--- src/hw/rwic_consts.vh ---
`ifndef RWIC_CONSTS_VH
`define RWIC_CONSTS_VH

// Register offsets
`define ADDR_CORE_STATUS 4'h3
`define ADDR_WAKE 4'he
`define ADDR_IRQ 4'hf

// Field positions
`define CS_TIMEOUT 4
`define CS_PDOWN 3
`define WAKE_CHANGE 1
`define WDO_ENABLE 7
`define WDO_EXT_SEL 6
`define IRQ_TIMER 0
`define IRQ_CHANGE 1
`define IRQ_EXT 2

// Reset values and writable masks
`define WDO_RESET 8'h80
`define WDO_WMASK 8'hdf
`define WAKE_WMASK 8'h02
`define GP_WMASK 8'he0

// Vectors
`define VEC_IRQ 10'h008
`define VEC_SOFT 10'h001

// Reset hold time after a reset cause, 18 ms of 100 MHz cycles
`define HOLD_CYCLES 21'd1800000
`endif

--- src/hw/port6_change_detect.v ---
`timescale 1ns/1ps
module port6_change_detect #(
    parameter W = 8
) (
    input wire clk,
    input wire ce,
    input wire rst_n,
    input wire ref_load,
    input wire [W-1:0] pins,
    input wire [W-1:0] is_input,
    input wire pin0_is_int,
    output reg change
);
    reg [W-1:0] ref_val;
    wire [W-1:0] watch;

    // Outputs and the interrupt pin take no part
    assign watch = is_input & ~{{(W-1){1'b0}}, pin0_is_int};

    // Reference taken on a port read, compared pin by pin
    always @(posedge clk) begin
        if (!rst_n) begin
            ref_val <= {W{1'b0}};
            change <= 1'b0;
        end else if (ce) begin
            if (ref_load) begin
                ref_val <= pins;
            end
            change <= |((pins ^ ref_val) & watch) & ~ref_load;
        end
    end
endmodule

--- src/hw/reset_wake_interrupt_ctrl.v ---
`timescale 1ns/1ps
`include "rwic_consts.vh"
module reset_wake_interrupt_ctrl #(
    parameter HOLD_W = 21,
    parameter [HOLD_W-1:0] HOLD_CYCLES = `HOLD_CYCLES
) (
    input wire CLK,
    input wire RST_N,
    input wire CE,
    input wire RESET_PIN_N,
    input wire WDT_EXPIRE,
    input wire TIMER_OVF_N,
    input wire [7:0] PORT6_IN,
    input wire [7:0] PORT6_IS_INPUT,
    input wire PORT6_READ,
    input wire SLEEP_INSTR,
    input wire WDT_CLEAR_INSTR,
    input wire IRQ_ON_INSTR,
    input wire IRQ_OFF_INSTR,
    input wire IRQ_RETURN_INSTR,
    input wire SOFT_IRQ_INSTR,
    input wire [3:0] REG_ADDR,
    input wire REG_CTRL_SPACE,
    input wire REG_WR,
    input wire REG_RD,
    input wire [7:0] REG_WDATA,
    output reg [7:0] REG_RDATA,
    output wire CORE_RESET,
    output wire SLEEPING,
    output reg WAKE_CONTINUE,
    output reg VECTOR_VALID,
    output reg [9:0] VECTOR_ADDR,
    output reg GLOBAL_IRQ_EN,
    output wire WDT_ENABLE,
    output reg WDT_CLEAR
);
    localparam [1:0] ST_HOLD = 2'h0;
    localparam [1:0] ST_RUN = 2'h1;
    localparam [1:0] ST_SLEEP = 2'h2;

    reg [1:0] state;
    reg [HOLD_W-1:0] hold_cnt;
    reg timeout_flag;
    reg powerdown_flag;
    reg [2:0] gp_bits;
    reg pin_change_wake_en;
    reg [7:0] watchdog_option_reg;
    reg [2:0] irq_flags;
    reg [2:0] irq_mask;
    reg timer_prev;
    reg ext_prev;
    reg [2:0] next_flags;
    reg [7:0] read_val;
    reg [1:0] next_state;
    reg [HOLD_W-1:0] next_hold;
    reg next_timeout;
    reg next_powerdown;
    wire pin_change;
    wire ext_sel;
    wire active;
    wire wr_core;
    wire wr_wake;
    wire wr_wdo;
    wire wr_flags;
    wire wr_mask;
    wire [2:0] pending;
    wire wdt_reset;
    wire core_init;
    wire running;
    wire hold_done;
    wire change_wake;

    // Falling edge of a level sampled one cycle apart
    function fell;
        input prev;
        input cur;
        begin
            fell = prev & ~cur;
        end
    endfunction

    // Register select, control space chosen by REG_CTRL_SPACE
    function hit;
        input [3:0] addr;
        input ctrl;
        input [3:0] want;
        input want_ctrl;
        begin
            hit = (addr == want) && (ctrl == want_ctrl);
        end
    endfunction

    assign ext_sel = watchdog_option_reg[`WDO_EXT_SEL];
    assign WDT_ENABLE = watchdog_option_reg[`WDO_ENABLE];
    assign active = (state == ST_RUN) || (state == ST_SLEEP);
    assign CORE_RESET = (state == ST_HOLD);
    assign SLEEPING = (state == ST_SLEEP);

    // Reset causes, run state, hold end and change wake
    assign wdt_reset = WDT_EXPIRE & WDT_ENABLE & active;
    assign core_init = ~RESET_PIN_N | wdt_reset;
    assign running = (state == ST_RUN);
    assign hold_done = (hold_cnt >= HOLD_CYCLES - 1'b1);
    assign change_wake = SLEEPING & pin_change & pin_change_wake_en;

    // Write strobes, ignored while the core is held in reset
    assign wr_core = REG_WR & running & hit(REG_ADDR, REG_CTRL_SPACE, `ADDR_CORE_STATUS, 1'b0);
    assign wr_wake = REG_WR & running & hit(REG_ADDR, REG_CTRL_SPACE, `ADDR_WAKE, 1'b0);
    assign wr_wdo = REG_WR & running & hit(REG_ADDR, REG_CTRL_SPACE, `ADDR_WAKE, 1'b1);
    assign wr_flags = REG_WR & running & hit(REG_ADDR, REG_CTRL_SPACE, `ADDR_IRQ, 1'b0);
    assign wr_mask = REG_WR & running & hit(REG_ADDR, REG_CTRL_SPACE, `ADDR_IRQ, 1'b1);

    // Masked requests seen by the vector logic
    assign pending = irq_flags & irq_mask;

    // Port 6 comparison against the reference latched on a read
    port6_change_detect #(
        .W(8)
    ) u_change (
        .clk(CLK),
        .ce(CE),
        .rst_n(RST_N & ~CORE_RESET),
        .ref_load(PORT6_READ),
        .pins(PORT6_IN),
        .is_input(PORT6_IS_INPUT),
        .pin0_is_int(ext_sel),
        .change(pin_change)
    );

    // Flag update: firmware write first, then hardware sets win
    always @* begin
        next_flags = irq_flags;
        if (wr_flags) begin
            next_flags = REG_WDATA[2:0];
        end
        if (fell(timer_prev, TIMER_OVF_N)) begin
            next_flags[`IRQ_TIMER] = 1'b1;
        end
        if (ext_sel && fell(ext_prev, PORT6_IN[0])) begin
            next_flags[`IRQ_EXT] = 1'b1;
        end
        if (pin_change && irq_mask[`IRQ_CHANGE]) begin
            next_flags[`IRQ_CHANGE] = 1'b1;
        end
    end

    // Read data mux; unused bits read zero
    always @* begin
        read_val = 8'h00;
        if (hit(REG_ADDR, REG_CTRL_SPACE, `ADDR_CORE_STATUS, 1'b0)) begin
            read_val = {gp_bits, timeout_flag, powerdown_flag, 3'h0};
        end else if (hit(REG_ADDR, REG_CTRL_SPACE, `ADDR_WAKE, 1'b0)) begin
            read_val[`WAKE_CHANGE] = pin_change_wake_en;
        end else if (hit(REG_ADDR, REG_CTRL_SPACE, `ADDR_WAKE, 1'b1)) begin
            read_val = watchdog_option_reg;
        end else if (hit(REG_ADDR, REG_CTRL_SPACE, `ADDR_IRQ, 1'b0)) begin
            read_val = {5'h00, irq_flags & irq_mask};
        end else if (hit(REG_ADDR, REG_CTRL_SPACE, `ADDR_IRQ, 1'b1)) begin
            read_val = {5'h00, irq_mask};
        end
    end

    // Edge history for the falling-edge sources
    always @(posedge CLK) begin
        if (!RST_N) begin
            timer_prev <= 1'b1;
            ext_prev <= 1'b1;
        end else if (CE) begin
            timer_prev <= TIMER_OVF_N;
            ext_prev <= PORT6_IN[0];
        end
    end

    // Registered read data
    always @(posedge CLK) begin
        if (!RST_N) begin
            REG_RDATA <= 8'h00;
        end else if (CE && REG_RD) begin
            REG_RDATA <= read_val;
        end
    end

    // Next sequencer state and hold count
    always @* begin
        next_state = state;
        next_hold = hold_cnt;
        if (core_init) begin
            // Clear pin low or armed expiry restarts the hold
            next_state = ST_HOLD;
            next_hold = {HOLD_W{1'b0}};
        end else begin
            case (state)
                ST_HOLD: begin
                    // Stretch every reset cause to the hold time
                    if (hold_done) begin
                        next_state = ST_RUN;
                        next_hold = {HOLD_W{1'b0}};
                    end else begin
                        next_hold = hold_cnt + 1'b1;
                    end
                end
                ST_RUN: begin
                    if (SLEEP_INSTR) begin
                        next_state = ST_SLEEP;
                    end
                end
                ST_SLEEP: begin
                    if (change_wake) begin
                        // Change wake resumes program flow
                        next_state = ST_RUN;
                    end
                end
                default: begin
                    next_state = ST_HOLD;
                    next_hold = {HOLD_W{1'b0}};
                end
            endcase
        end
    end

    // Timeout and powerdown flags after each event
    always @* begin
        next_timeout = timeout_flag;
        next_powerdown = powerdown_flag;
        if (!RESET_PIN_N) begin
            // Running: both kept; sleeping: wake pattern
            if (state == ST_SLEEP) begin
                next_timeout = 1'b1;
                next_powerdown = 1'b0;
            end
        end else if (wdt_reset) begin
            next_timeout = 1'b0;
            if (state == ST_SLEEP) begin
                next_powerdown = 1'b0;
            end
        end else if (running && SLEEP_INSTR) begin
            next_timeout = 1'b1;
            next_powerdown = 1'b0;
        end else if (running && WDT_CLEAR_INSTR) begin
            next_timeout = 1'b1;
            next_powerdown = 1'b1;
        end else if (change_wake) begin
            next_timeout = 1'b1;
            next_powerdown = 1'b0;
        end
    end

    // Sequencer state and status flags
    always @(posedge CLK) begin
        if (!RST_N) begin
            state <= ST_HOLD;
            hold_cnt <= {HOLD_W{1'b0}};
            timeout_flag <= 1'b1;
            powerdown_flag <= 1'b1;
        end else if (CE) begin
            state <= next_state;
            hold_cnt <= next_hold;
            timeout_flag <= next_timeout;
            powerdown_flag <= next_powerdown;
        end
    end

    // Firmware registers, re-initialised by every reset cause
    always @(posedge CLK) begin
        if (!RST_N) begin
            gp_bits <= 3'h0;
            pin_change_wake_en <= 1'b0;
            watchdog_option_reg <= `WDO_RESET;
            irq_flags <= 3'h0;
            irq_mask <= 3'h0;
        end else if (CE) begin
            if (core_init) begin
                gp_bits <= 3'h0;
                pin_change_wake_en <= 1'b0;
                watchdog_option_reg <= `WDO_RESET;
                irq_flags <= 3'h0;
                irq_mask <= 3'h0;
            end else if (active) begin
                // Flags keep latching in sleep; writes only come while running
                irq_flags <= next_flags;
                if (wr_core) begin
                    gp_bits <= REG_WDATA[7:5];
                end
                if (wr_wake) begin
                    pin_change_wake_en <= REG_WDATA[`WAKE_CHANGE];
                end
                if (wr_wdo) begin
                    watchdog_option_reg <= REG_WDATA & `WDO_WMASK;
                end
                if (wr_mask) begin
                    irq_mask <= REG_WDATA[2:0];
                end
            end
        end
    end

    // Global enable, vectors and one-cycle pulses
    always @(posedge CLK) begin
        if (!RST_N) begin
            GLOBAL_IRQ_EN <= 1'b0;
            WAKE_CONTINUE <= 1'b0;
            VECTOR_VALID <= 1'b0;
            VECTOR_ADDR <= 10'h000;
            WDT_CLEAR <= 1'b0;
        end else if (CE) begin
            WAKE_CONTINUE <= 1'b0;
            VECTOR_VALID <= 1'b0;
            WDT_CLEAR <= 1'b0;
            if (core_init) begin
                GLOBAL_IRQ_EN <= 1'b0;
            end else if (running) begin
                if (SOFT_IRQ_INSTR) begin
                    VECTOR_VALID <= 1'b1;
                    VECTOR_ADDR <= `VEC_SOFT;
                    GLOBAL_IRQ_EN <= 1'b0;
                end else if (GLOBAL_IRQ_EN && (|pending)) begin
                    VECTOR_VALID <= 1'b1;
                    VECTOR_ADDR <= `VEC_IRQ;
                    GLOBAL_IRQ_EN <= 1'b0;
                end else if (IRQ_ON_INSTR || IRQ_RETURN_INSTR) begin
                    GLOBAL_IRQ_EN <= 1'b1;
                end else if (IRQ_OFF_INSTR) begin
                    GLOBAL_IRQ_EN <= 1'b0;
                end
                if (SLEEP_INSTR || WDT_CLEAR_INSTR) begin
                    // Sleep entry also clears the watchdog count
                    WDT_CLEAR <= 1'b1;
                end
            end else if (change_wake) begin
                if (!(GLOBAL_IRQ_EN && irq_mask[`IRQ_CHANGE])) begin
                    WAKE_CONTINUE <= 1'b1;
                end
            end
        end
    end
endmodule

--- config.mk ---
export PLATFORM = sky130hd
export DESIGN_NAME = reset_wake_interrupt_ctrl
export DESIGN_NICKNAME = d
export VERILOG_FILES = /design/src/hw/port6_change_detect.v /design/src/hw/reset_wake_interrupt_ctrl.v
export VERILOG_INCLUDE_DIRS = /design/src /design/src/hw
export SDC_FILE = /design/constraint.sdc
export NUM_CORES = 1
export LEC_CHECK = 0
export ABC_AREA = 1
export BUFFER_PORTS_ARGS = -buffer_cell sky130_fd_sc_hd__buf_2
export CORE_MARGIN = 4
export CORE_UTILIZATION = 50
export CTS_BUF_LIST = sky130_fd_sc_hd__clkbuf_8 sky130_fd_sc_hd__clkbuf_16
export CTS_CLUSTER_DIAMETER = 80
export DETAILED_ROUTE_END_ITERATION = 8
export PLACE_DENSITY = 0.73
export SYNTH_ARGS = -nofsm -noshare
export SYNTH_HDL_FRONTEND = slang
export SYNTH_SLANG_ARGS = --single-unit
--- constraint.sdc ---
create_clock -name CLK -period 2.9 [get_ports CLK]
set_input_delay 0.145 -clock CLK [delete_from_list [all_inputs] [get_ports CLK]]
set_output_delay 0.145 -clock CLK [all_outputs]
set_load 0.1 [all_outputs]
# == Yosys cells after proc, flatten, opt, wreduce, memory -nomap -nowiden ==
# Index checks and enable logic that the tools add are counted.
# totals
ff_bits,76
out_inout_bits,25
elab_cells,169
# classes
add_sub_neg,1
n_lt_le_gt_ge,1
eq_ne,10
muxes,64
bitwise_logic,27
n_reduce_logical,45
# ops
cell,n
$mux W8,6
$mux W21,2
$pmux W21 S2,1
$mux W1,37
$mux W3,10
$reduce_and A3 Y1,9
$add A21 B1 Y21 const B,1
$ge A21 B21 Y1 const B,1
$mux W10,2
$and A8 B8 Y8,2
$reduce_bool A2 Y1,8
$and A1 B1 Y1,14
$logic_and A1 B1 Y1,12
$reduce_bool A3 Y1,3
$eq A4 B4 Y1 const B,2
$mux W2,4
$not A1 Y8,1
$reduce_and A4 Y1,2
$reduce_or A8 Y1,1
$xor A8 B8 Y8,1
$not A1 Y1,7
$mux W6,1
$ne A3 B1 Y1 const B,2
$pmux W2 S3,1
other kinds (14),18

# == Logic depth before layout (Yosys ltp) ==
# Gate-level depths: netlist of the first run.
# depth
word_depth,8
mapped_depth,13
mapped_depth_nobuf,13

# == Cells and area by module ==
# From an unflattened synthesis of the first run, not the netlist that was laid out.
# hier_totals
hier_cells,545
area_unflattened_um2,3634.7
# modules_own_cells
module,n_inst,cells_each,area_each_um2,seq_area_each_um2
reset_wake_interrupt_ctrl,1,463,3129.3,1161.1
port6_change_detect,1,82,505.5,180.2

# == Least setup slack after synthesis of the first run ==
# No wires, ideal clock.
# synth_path
path_type,reg2reg
startpoint,register state[0]
endpoint,register hold_cnt[0]
setup_time_ns,0.070
arrival_ns,2.070
required_time_ns,2.830
slack_ns,0.760
stages_incl_launch_ff,12
n_path_buf,1
synth_period_minus_slack_ns,2.140
cell_sequence,dfxtp_1 -> inv_1 -> ha_1 -> inv_1 -> nor2_1 -> nand2_1 -> a21oi_2 -> nand2_2 -> nand2_2 -> nand2_4 -> buf_6 -> a21oi_1
# synth_rtl
element,line_no,rtl
from (decl),reset_wake_interrupt_ctrl.v:41,reg [1:0] state;
from (signal assigned),reset_wake_interrupt_ctrl.v:256,state <= next_state;
$logic_not A2 Y1,n/a,
net CORE_RESET,reset_wake_interrupt_ctrl.v:28,"output wire CORE_RESET,"
$pmux W21 S2,reset_wake_interrupt_ctrl.v:192,case (state)
$mux W21,reset_wake_interrupt_ctrl.v:187,if (core_init) begin
to (signal assigned),reset_wake_interrupt_ctrl.v:252,hold_cnt <= {HOLD_W{1'b0}};
to (signal assigned),reset_wake_interrupt_ctrl.v:257,hold_cnt <= next_hold;
to (decl),reset_wake_interrupt_ctrl.v:42,reg [HOLD_W-1:0] hold_cnt;
# The timed path passes the listed nets, and every way through them passes these cells.
# A chain may end at the register's enable or synchronous reset.

# == Final worst setup path of the first run ==
# layout_path
startpoint,register state[0]
endpoint,register hold_cnt[0]
# layout_via
elab_chain_len,6
# layout_rtl
element,line_no,rtl
$eq A2 B1 Y1 / $eq A2 B2 Y1 (equally long branches),"reset_wake_interrupt_ctrl.v:95, reset_wake_interrupt_ctrl.v:192",
$logic_or A1 B1 Y1,reset_wake_interrupt_ctrl.v:95,assign active = (state == ST_RUN) || (state == ST_SLEEP);
$and A1 B1 Y1,reset_wake_interrupt_ctrl.v:100,assign wdt_reset = WDT_EXPIRE & WDT_ENABLE & active;
$or A1 B1 Y1,reset_wake_interrupt_ctrl.v:101,assign core_init = ~RESET_PIN_N | wdt_reset;
$ne A2 B1 Y1 (no line),n/a,
$reduce_and A2 Y1 (no line),n/a,
# Several ways; a longest one is shown, not always the timed one.

==> metrics.md, run 1 <==
| Metric | Value |
|---|---|
| DR pass1 iterations | 4 |
| Drt wl/cell | between 10 and 15 um |
| EDFF count, synth | 0 |
| Post-Layout Cell Count | 683 |
| VDD IR max | 0.0003699 V |
| Max reg flops | 21 |
| Resized cells post-CTS | 0 |
| Starting density of the core | 52.17% |
| Warnings from Yosys | 0 |
| Slew @ Worst Pin | 697.0 ps |
| Final Setup Violations | 0 |
| Syn Std Cell Area | 3603 sq um |
| IO Port Bufs | 60 |
| Power Density | approximately 540 nW/um^2 |
| Initial antenna violation count | 0 |
| Placed cells | 668 |
| Worst-Skew Late Latency | between 300 and 400 ps |
| Max-slew headroom | 53.48% |
| Syn Inst Count | 524 |
| # DRC | 0 |
| Slowest-stage cell, CP | dfxtp_1 |
| Syn Area/Cell | roughly 6.9 sq um |
| Clk_skew | between 9 and 10 ps |
| FMAX | 441.0 MHz |
| FP Rows | 30 |
| Via count | 3427 |
| Fill cells | 676 |
| Layout net count | 632 |
| First-pass GRT wire length | around 14000 um |
| Synth area leaders | dfxtp_1 (37%), nand2_1 (12%), nor2_1 (8.3%) |
| H-tree lvl count | 3 |
| Met3 GRT Util | 5.361% |
| Number of hold buffers added after CTS | 0 |
| Most used cell, CP | nand2_4 |
| Largest Register | hold_cnt |
| GRT overflow | 0 |
| Die width | 92.90 um |
| Seq/Total Area, Yosys | between 30% and 40% |
| Ys flop type | dfxtp_1 |
| #FFs+latches synth | 67 |
| Max cap viols | 0 |
| Leakage | 1.803 nW |
| Hold Path Class | primary input to flop |
| Bufs on Longest Clock Path | 2 |
| CTS buffer count | 9 |
| Crit share post-route | between 70% and 80% |
| Largest net degree at the start of global routing | 22 |
| Clk root buf | clkbuf_8 |
| Async SR Flop Fraction | 0% |
| Multi-input logic area | 1949 sq um |
| Slew Limit Fails | 0 |
| Worst path bufs/invs | 3 |
| Hold violation total from the final report | 0 |
| Die Y | slightly above 90 um |
| CP max FO | 21 |
| Crit path capture type | flop |
| Final WL | 8303 um |
| Gr busiest metal | met2 |
| Vias in the first global route | about 3400 |
| Gr usage total | 20.47% |
| Met1 Track Usage GR | 25.63% |
| FF+latch area | roughly 1300 sq um |
| Crit path cell chain | inv_1 -> ha_1 -> nand3_2 -> nand2_4 -> inv_2 -> nand2_2 -> nand2_4 -> inv_1 -> nand2_2 -> nand2_4 -> a21oi_1 |
| CP required | about 3200 ps |
| Setup TNS | 0 ps |
| Area Overhead vs Synth | 14.41% |
| Setup Crit Path Kind | flop to flop |
| Delay-heaviest family, CP | simple AND/OR/NAND/NOR gates |
| Post-DRT Antenna Nets | 0 |
| Status | completed |
| Min Tclk post-route | 2268 ps |
| Top flop regs | hold_cnt: 21 flops, REG_RDATA: 8 flops, u_change.ref_val: 8 flops |
| HPWL after DPL | between 6000 and 7000 um |
| Met2 Use GR | 34.61% |
| Antenna cells | 0 |
| RSZ-0062 raised after global routing | no |
| Yosys top cell area share | 37.22% |
| TritonCTS Sinks | 67 |
| IO Count | 69 |
| Yosys top cell by area | dfxtp_1 |
| Hold_ws | around 43 ps |
| Crit path arrival time | ~2500 ps |
| Post-CTS setup buffers | 0 |
| Routability congestion estimate from global placement | 0.8659 |
| Critical Path Max Stage Delay | ~370 ps |
| CTS tree | yes |
| Synth cell types | 39 |
| Die Area | 8629 sq um |
| Clock transition at path regs | 70 ps |
| Vias per Instance | approximately 5.0 |
| Core footprint | 6907 sq um |
| Initial DRC Count | about 160 |
| Layout cell share with drive strength beyond 1 | 19.76% |
| CP Launch Type | flop |
## cells in the final DEF, fill, tap and decap left out, drive strengths merged
master and n:
o21ai 42, buf 60, inv 56, dfxtp 67, nand2 126, xnor2 2
conb 8, nor3 11, nand4 6, bufinv 1, nand3b 2, nand3 32
o22ai 2, or2 9, clkinv 1, nor3b 1, clkbuf 11, o211ai 4
o21bai 1, nor2 87, ha 5, a21oi 33, a211oi 1, clkinvlp 2
xor2 10, o2111ai 1, a31oi 6
## cells by family after synthesis
family / share of synthesized area (%)
AND/OR/NAND/NOR: 35.21
buffers and inverters: 9.410
adder cells (fa/ha/maj): 1.736
flip-flops: 37.22
other: 0.1041
XOR/XNOR: 2.917
AO/OA/AOI/OAI: 13.40
## worst register-to-register path: stages (launching register included)
cell	delay, ps
dfxtp_1	370
inv_1	90
ha_1	360
nand3_2	120
nand2_4	120
inv_2	230
nand2_2	100
nand2_4	210
inv_1	180
nand2_2	120
nand2_4	140
a21oi_1	170
## stage by stage
| stage | instance area (sq um) | worst slack, ps | power [mW] | util (%) |
|---|---|---|---|---|
| final | 4123 | 632.2 | 2.226 | 59.69 |
| after global routing | 4123 | 438.6 | 2.333 | 59.69 |
| after CTS | 4123 | 602.9 | 2.241 | 59.69 |
| after detailed placement | 3921 | 622.3 | 1.451 | 56.78 |
| after global placement | 3921 | 746.1 | 1.443 | 56.78 |
| after floorplan | 3630 | 760.4 | 1.365 | - |
## where the power goes
group          internal, mW  switching (mW)  total (mW)
clock network         0.438           0.358       0.795
logic                 0.108           0.335       0.443
registers             0.960          0.0279       0.988
total                  1.51           0.720        2.23
## path summary, 6_finish.rpt
path	from	end	slack [ps]	cells past startpoint
min	TIMER_OVF_N	timer_prev	40	3
max reg2reg	state[0]	hold_cnt[0]	630	11
max	state[0]	hold_cnt[0]	630	11
min reg2reg	REG_RDATA[0]	REG_RDATA[0]	460	2
## layout make-up
cell class | instances | area share [%]
well taps | 96 | 2.914
inverters | 56 | 5.099
clock inverters | 4 | 1.214
flip-flops and latches | 67 | 32.53
multi-input cells | 389 | 47.28
clock buffers | 11 | 3.672
repair buffers | 60 | 7.284
## routing by layer
layer	part of all wire [%]	wire length, um
met1	47	3865
met2	48	3956
met3	4.4	368
met4	1.4	113
met5	0	0
## Yosys cell counts (all sizes together) (2+ instances only)
cell,instances
a31oi,6
nor3,11
a21oi,33
clkbuf,3
xor2,10
buf,16
o211ai,4
nand3b,2
nand4,6
o22ai,2
nor2,87
ha,5
inv,56
xnor2,2
nand2,126
dfxtp,67
nand3,32
o21ai,42
or2,9
(Power assumes the default switching activity.)
==> inputs of run 2 (changes only) <==
- ABC_AREA: 1 -> 0
- PLACE_DENSITY: 0.73 -> 0.76
- clock period: 2.9 -> 1.9 ns (I/O delays scaled with it)
==> metrics.md, run 2 <==
| Metric | Value |
|---|---|
| Status | completed |
| Slew @ Worst Pin | 495.0 ps (-202.1 ps) |
| Antenna cells | 0 (unchanged) |
| Fill cells | 640 (-5.3%) |
| Max cap viols | 0 (unchanged) |
| FP Rows | 31 (+3.3%) |
| Largest net degree at the start of global routing | 24 (+9.1%) |
| Syn Area/Cell | 8.969 sq um (+30%) |
| Largest Register | hold_cnt |
| EDFF count, synth | 0 (unchanged) |
| Via count | 3132 (-8.6%) |
| Clk root buf | clkbuf_8 |
| Hold_ws | 16.05 ps (-26.61 ps) |
| Synth Area in Adders | 1.701% (-0.035 points) |
| TritonCTS Sinks | 67 (unchanged) |
| Syn Inst Count | 410 (-22%) |
| GRT overflow | 0 (unchanged) |
| Yosys top cell by area | dfxtp_1 |
| First-pass GRT wire length | 13890 um (-3.6%) |
| CP max FO | 13 (-38%) |
| Placed cells | 563 (-16%) |
| Post-synth top cells | dfxtp_1 (67), nand2_1 (37), nor2_1 (21) |
| Post-Synth Simple-Gate Area | 28.04% (-7.2 points) |
| Leakage | 1.638 nW (-9.2%) |
| Most frequent cell after synthesis | dfxtp_1 |
| Clock transition at path regs | 80 ps (about the same) |
| Yosys top cell area share | 36.47% (-0.75 points) |
| Initial antenna violation count | 0 (unchanged) |
| Power Density | 749.9 nW/um^2 (+39%) |
| RSZ-0062 raised after global routing | yes |
| IO Count | 69 (unchanged) |
| Top flop regs | hold_cnt: 21 flops, REG_RDATA: 8 flops, u_change.ref_val: 8 flops |
| FF+latch area | 1343 sq um (about the same) |
| Crit path arrival time | 2050 ps (-490 ps) |
| Warnings from Yosys | 0 (unchanged) |
| IO Port Bufs | 60 (unchanged) |
| Mux contribution to synthesized area | 4.661% (+4.7 points) |
| Multi-input logic area | 2225 sq um (+14%) |
| Largest family of logic cells by synthesized area | simple AND/OR/NAND/NOR gates |
| H-tree lvl count | 3 (unchanged) |
| Total Power | 3.302 mW (+48%) |
| Crit path capture type | flop |
| Critical Path Start | state[1] |
| Drt wl/cell | 14.42 um (+19%) |
| Worst hold start | REG_WDATA[3] |
| Crit share post-route | 93.86% (+16 points) |
| HPWL after DPL | 6278 um (+0.13%) |
| Routability congestion estimate from global placement | 0.8350 (-3.6%) |
| Initial DRC Count | 129 (-18%) |
| Area Overhead vs Synth | 19.73% |
| Final WL | 8408 um (+1.3%) |
| Design Area, Final | 4403 sq um (+6.8%) |
| FMAX | 560.8 MHz (+27%) |
| Die width | 93.76 um (+0.93%) |
| Ys flop type | dfxtp_1 |
| Xor and xnor area share after synthesis | 6.669% (+3.8 points) |
| Core footprint | 7214 sq um (+4.5%) |
| Commonest non-fill, non-tap cell in the layout | dfxtp_1 |
| Final Setup Violations | 0 (unchanged) |
| Layout cell share with drive strength beyond 1 | 27.69% (+7.9 points) |
| Post-DRT Antenna Nets | 0 (unchanged) |
| Slew Limit Fails | 0 (unchanged) |
| CP required | 2170 ps (-1000 ps) |
| Post-synthesis compound-gate area fraction | 16.71% (+3.3 points) |
| Clk_skew | 12.20 ps (+2.450 ps) |
| CP Launch Type | flop |
| Worst R2R Path Depth | 8 (-3) |
| Bufs on Longest Clock Path | 2 (unchanged) |
| VDD IR max | 0.0003654 V (-1.2%) |
| Worst-Skew Late Latency | 350 ps (about the same) |
| Syn Std Cell Area | 3677 sq um (+2.0%) |
| Commonest non-fill, non-tap cells in the layout | dfxtp_1 (66), buf_2 (60), nand2_1 (36) |
| Reg2reg start | state[1] |
| WHS Endpoint | watchdog_option_reg[3] |
| Synth cell types | 62 (+59%) |
| Post-Layout Cell Count | 583 (-15%) |
| CTS tree | yes |
| CTS buffer count | 9 (unchanged) |
| Vias in the first global route | 3024 (-9.8%) |
| Max-slew headroom | 66.75% (+13 points) |
| Die Area | 8791 sq um (+1.9%) |
| Seq/Total Area, Yosys | 36.47% (-0.75 points) |
| Max reg flops | 21 (unchanged) |
| Gr usage total | 19.85% (-0.62 points) |
| R2R Path End | hold_cnt[12] |
| Setup ws final | 116.7 ps (-515.5 ps) |
| Hold Path Class | primary input to flop |
| DR pass1 iterations | 4 (unchanged) |
| Hold violation total from the final report | 0 (unchanged) |
| Min Tclk post-route | 1783 ps (-484.5 ps) |
| Reg2Reg Setup Slack | 120 ps (-520 ps) |
| Layout net count | 528 (-16%) |
| Setup Crit Path Kind | flop to flop |
| Vias per Instance | 5.372 (+7.1%) |
| Worst hold stages | 3 (unchanged) |
| Synth area leaders | dfxtp_1 (36%), mux2i_1 (4.4%), nor3b_1 (4.1%) |
| Placed cell area | 4076 sq um (+4.0%) |
| Pre-CTS setup slack | -6.710 ps (-629.0 ps) |
| # DRC | 0 (unchanged) |
| Die Y | 93.76 um (+0.93%) |
| Async SR Flop Fraction | 0% (unchanged) |
| #FFs+latches synth | 67 (unchanged) |
| Starting density of the core | 50.97% (-1.2 points) |
-- run 2: power by group --
group / total, mW / internal, mW / switching [mW]
registers: 1.45 / 1.43 / 0.0184
clock network: 1.34 / 0.774 / 0.566
logic: 0.514 / 0.170 / 0.345
-- run 2: what timing repair did --
| action | CTS | global route |
|---|---|---|
| endpoints found under the hold margin | 2 | 0 |
| gates resized for setup | 1 | 13 |
| endpoints found under the setup margin | 3 | 36 |
| setup buffers | 0 | 2 |
| hold buffers | 2 | 0 |
| pin swaps | 0 | 4 |
-- run 2: critical path, cell delays in order, from the launching register on --
cell and delay [ps]:
dfxtp_1 330, inv_1 80, ha_4 280, nand3_4 110
o2111ai_1 150, a31oi_2 240, a21oi_2 90, buf_4 200
nor3b_1 200
-- run 2: worst max path at each step --
stage,end,slack (ps),depth (start not counted)
2_1_floorplan,VECTOR_ADDR[0],30,5
3_3_place_gp,state[1],130,8
3_5_place_dp,GLOBAL_IRQ_EN,-7,7
4_1_cts,GLOBAL_IRQ_EN,4,7
5_1_grt,hold_cnt[4],-30,8
6_report,hold_cnt[12],120,8
-- run 2: stage by stage --
stage | utilization [%] | setup TNS, ps
global placement | 56.50 | 0
finish | 61.03 | 0
CTS | 59.99 | 0
floorplan | - | 0
global route | 61.03 | -76.40
detailed placement | 56.50 | -6.710
-- run 2: cell families (layout without fill, tap and decap cells) --
family	count (synthesis)	after routing
AND/OR/NAND/NOR	172	172
AO/OA/AOI/OAI	81	81
flip-flops	67	67
buffers and inverters	39	106
XOR/XNOR	28	28
multiplexers	17	17
adder cells (fa/ha/maj)	5	5
other	1	8
-- run 2: final cells by class --
cell class              count  share of cell area [%]
clock inverters             6                   2.018
inverters                  12                   1.023
clock buffers              10                   3.126
repair buffers             78                   10.00
multi-input cells         311                   50.53
flip-flops and latches     67                   30.49
well taps                  99                   2.813
-- run 2: per-layer routing --
layer | global-route usage [%] | share of wire [%]
met3 | 2.804 | 3.2
met1 | 23.92 | 43
met4 | 9.146 | 1.7
met5 | 0 | 0
met2 | 34.65 | 53
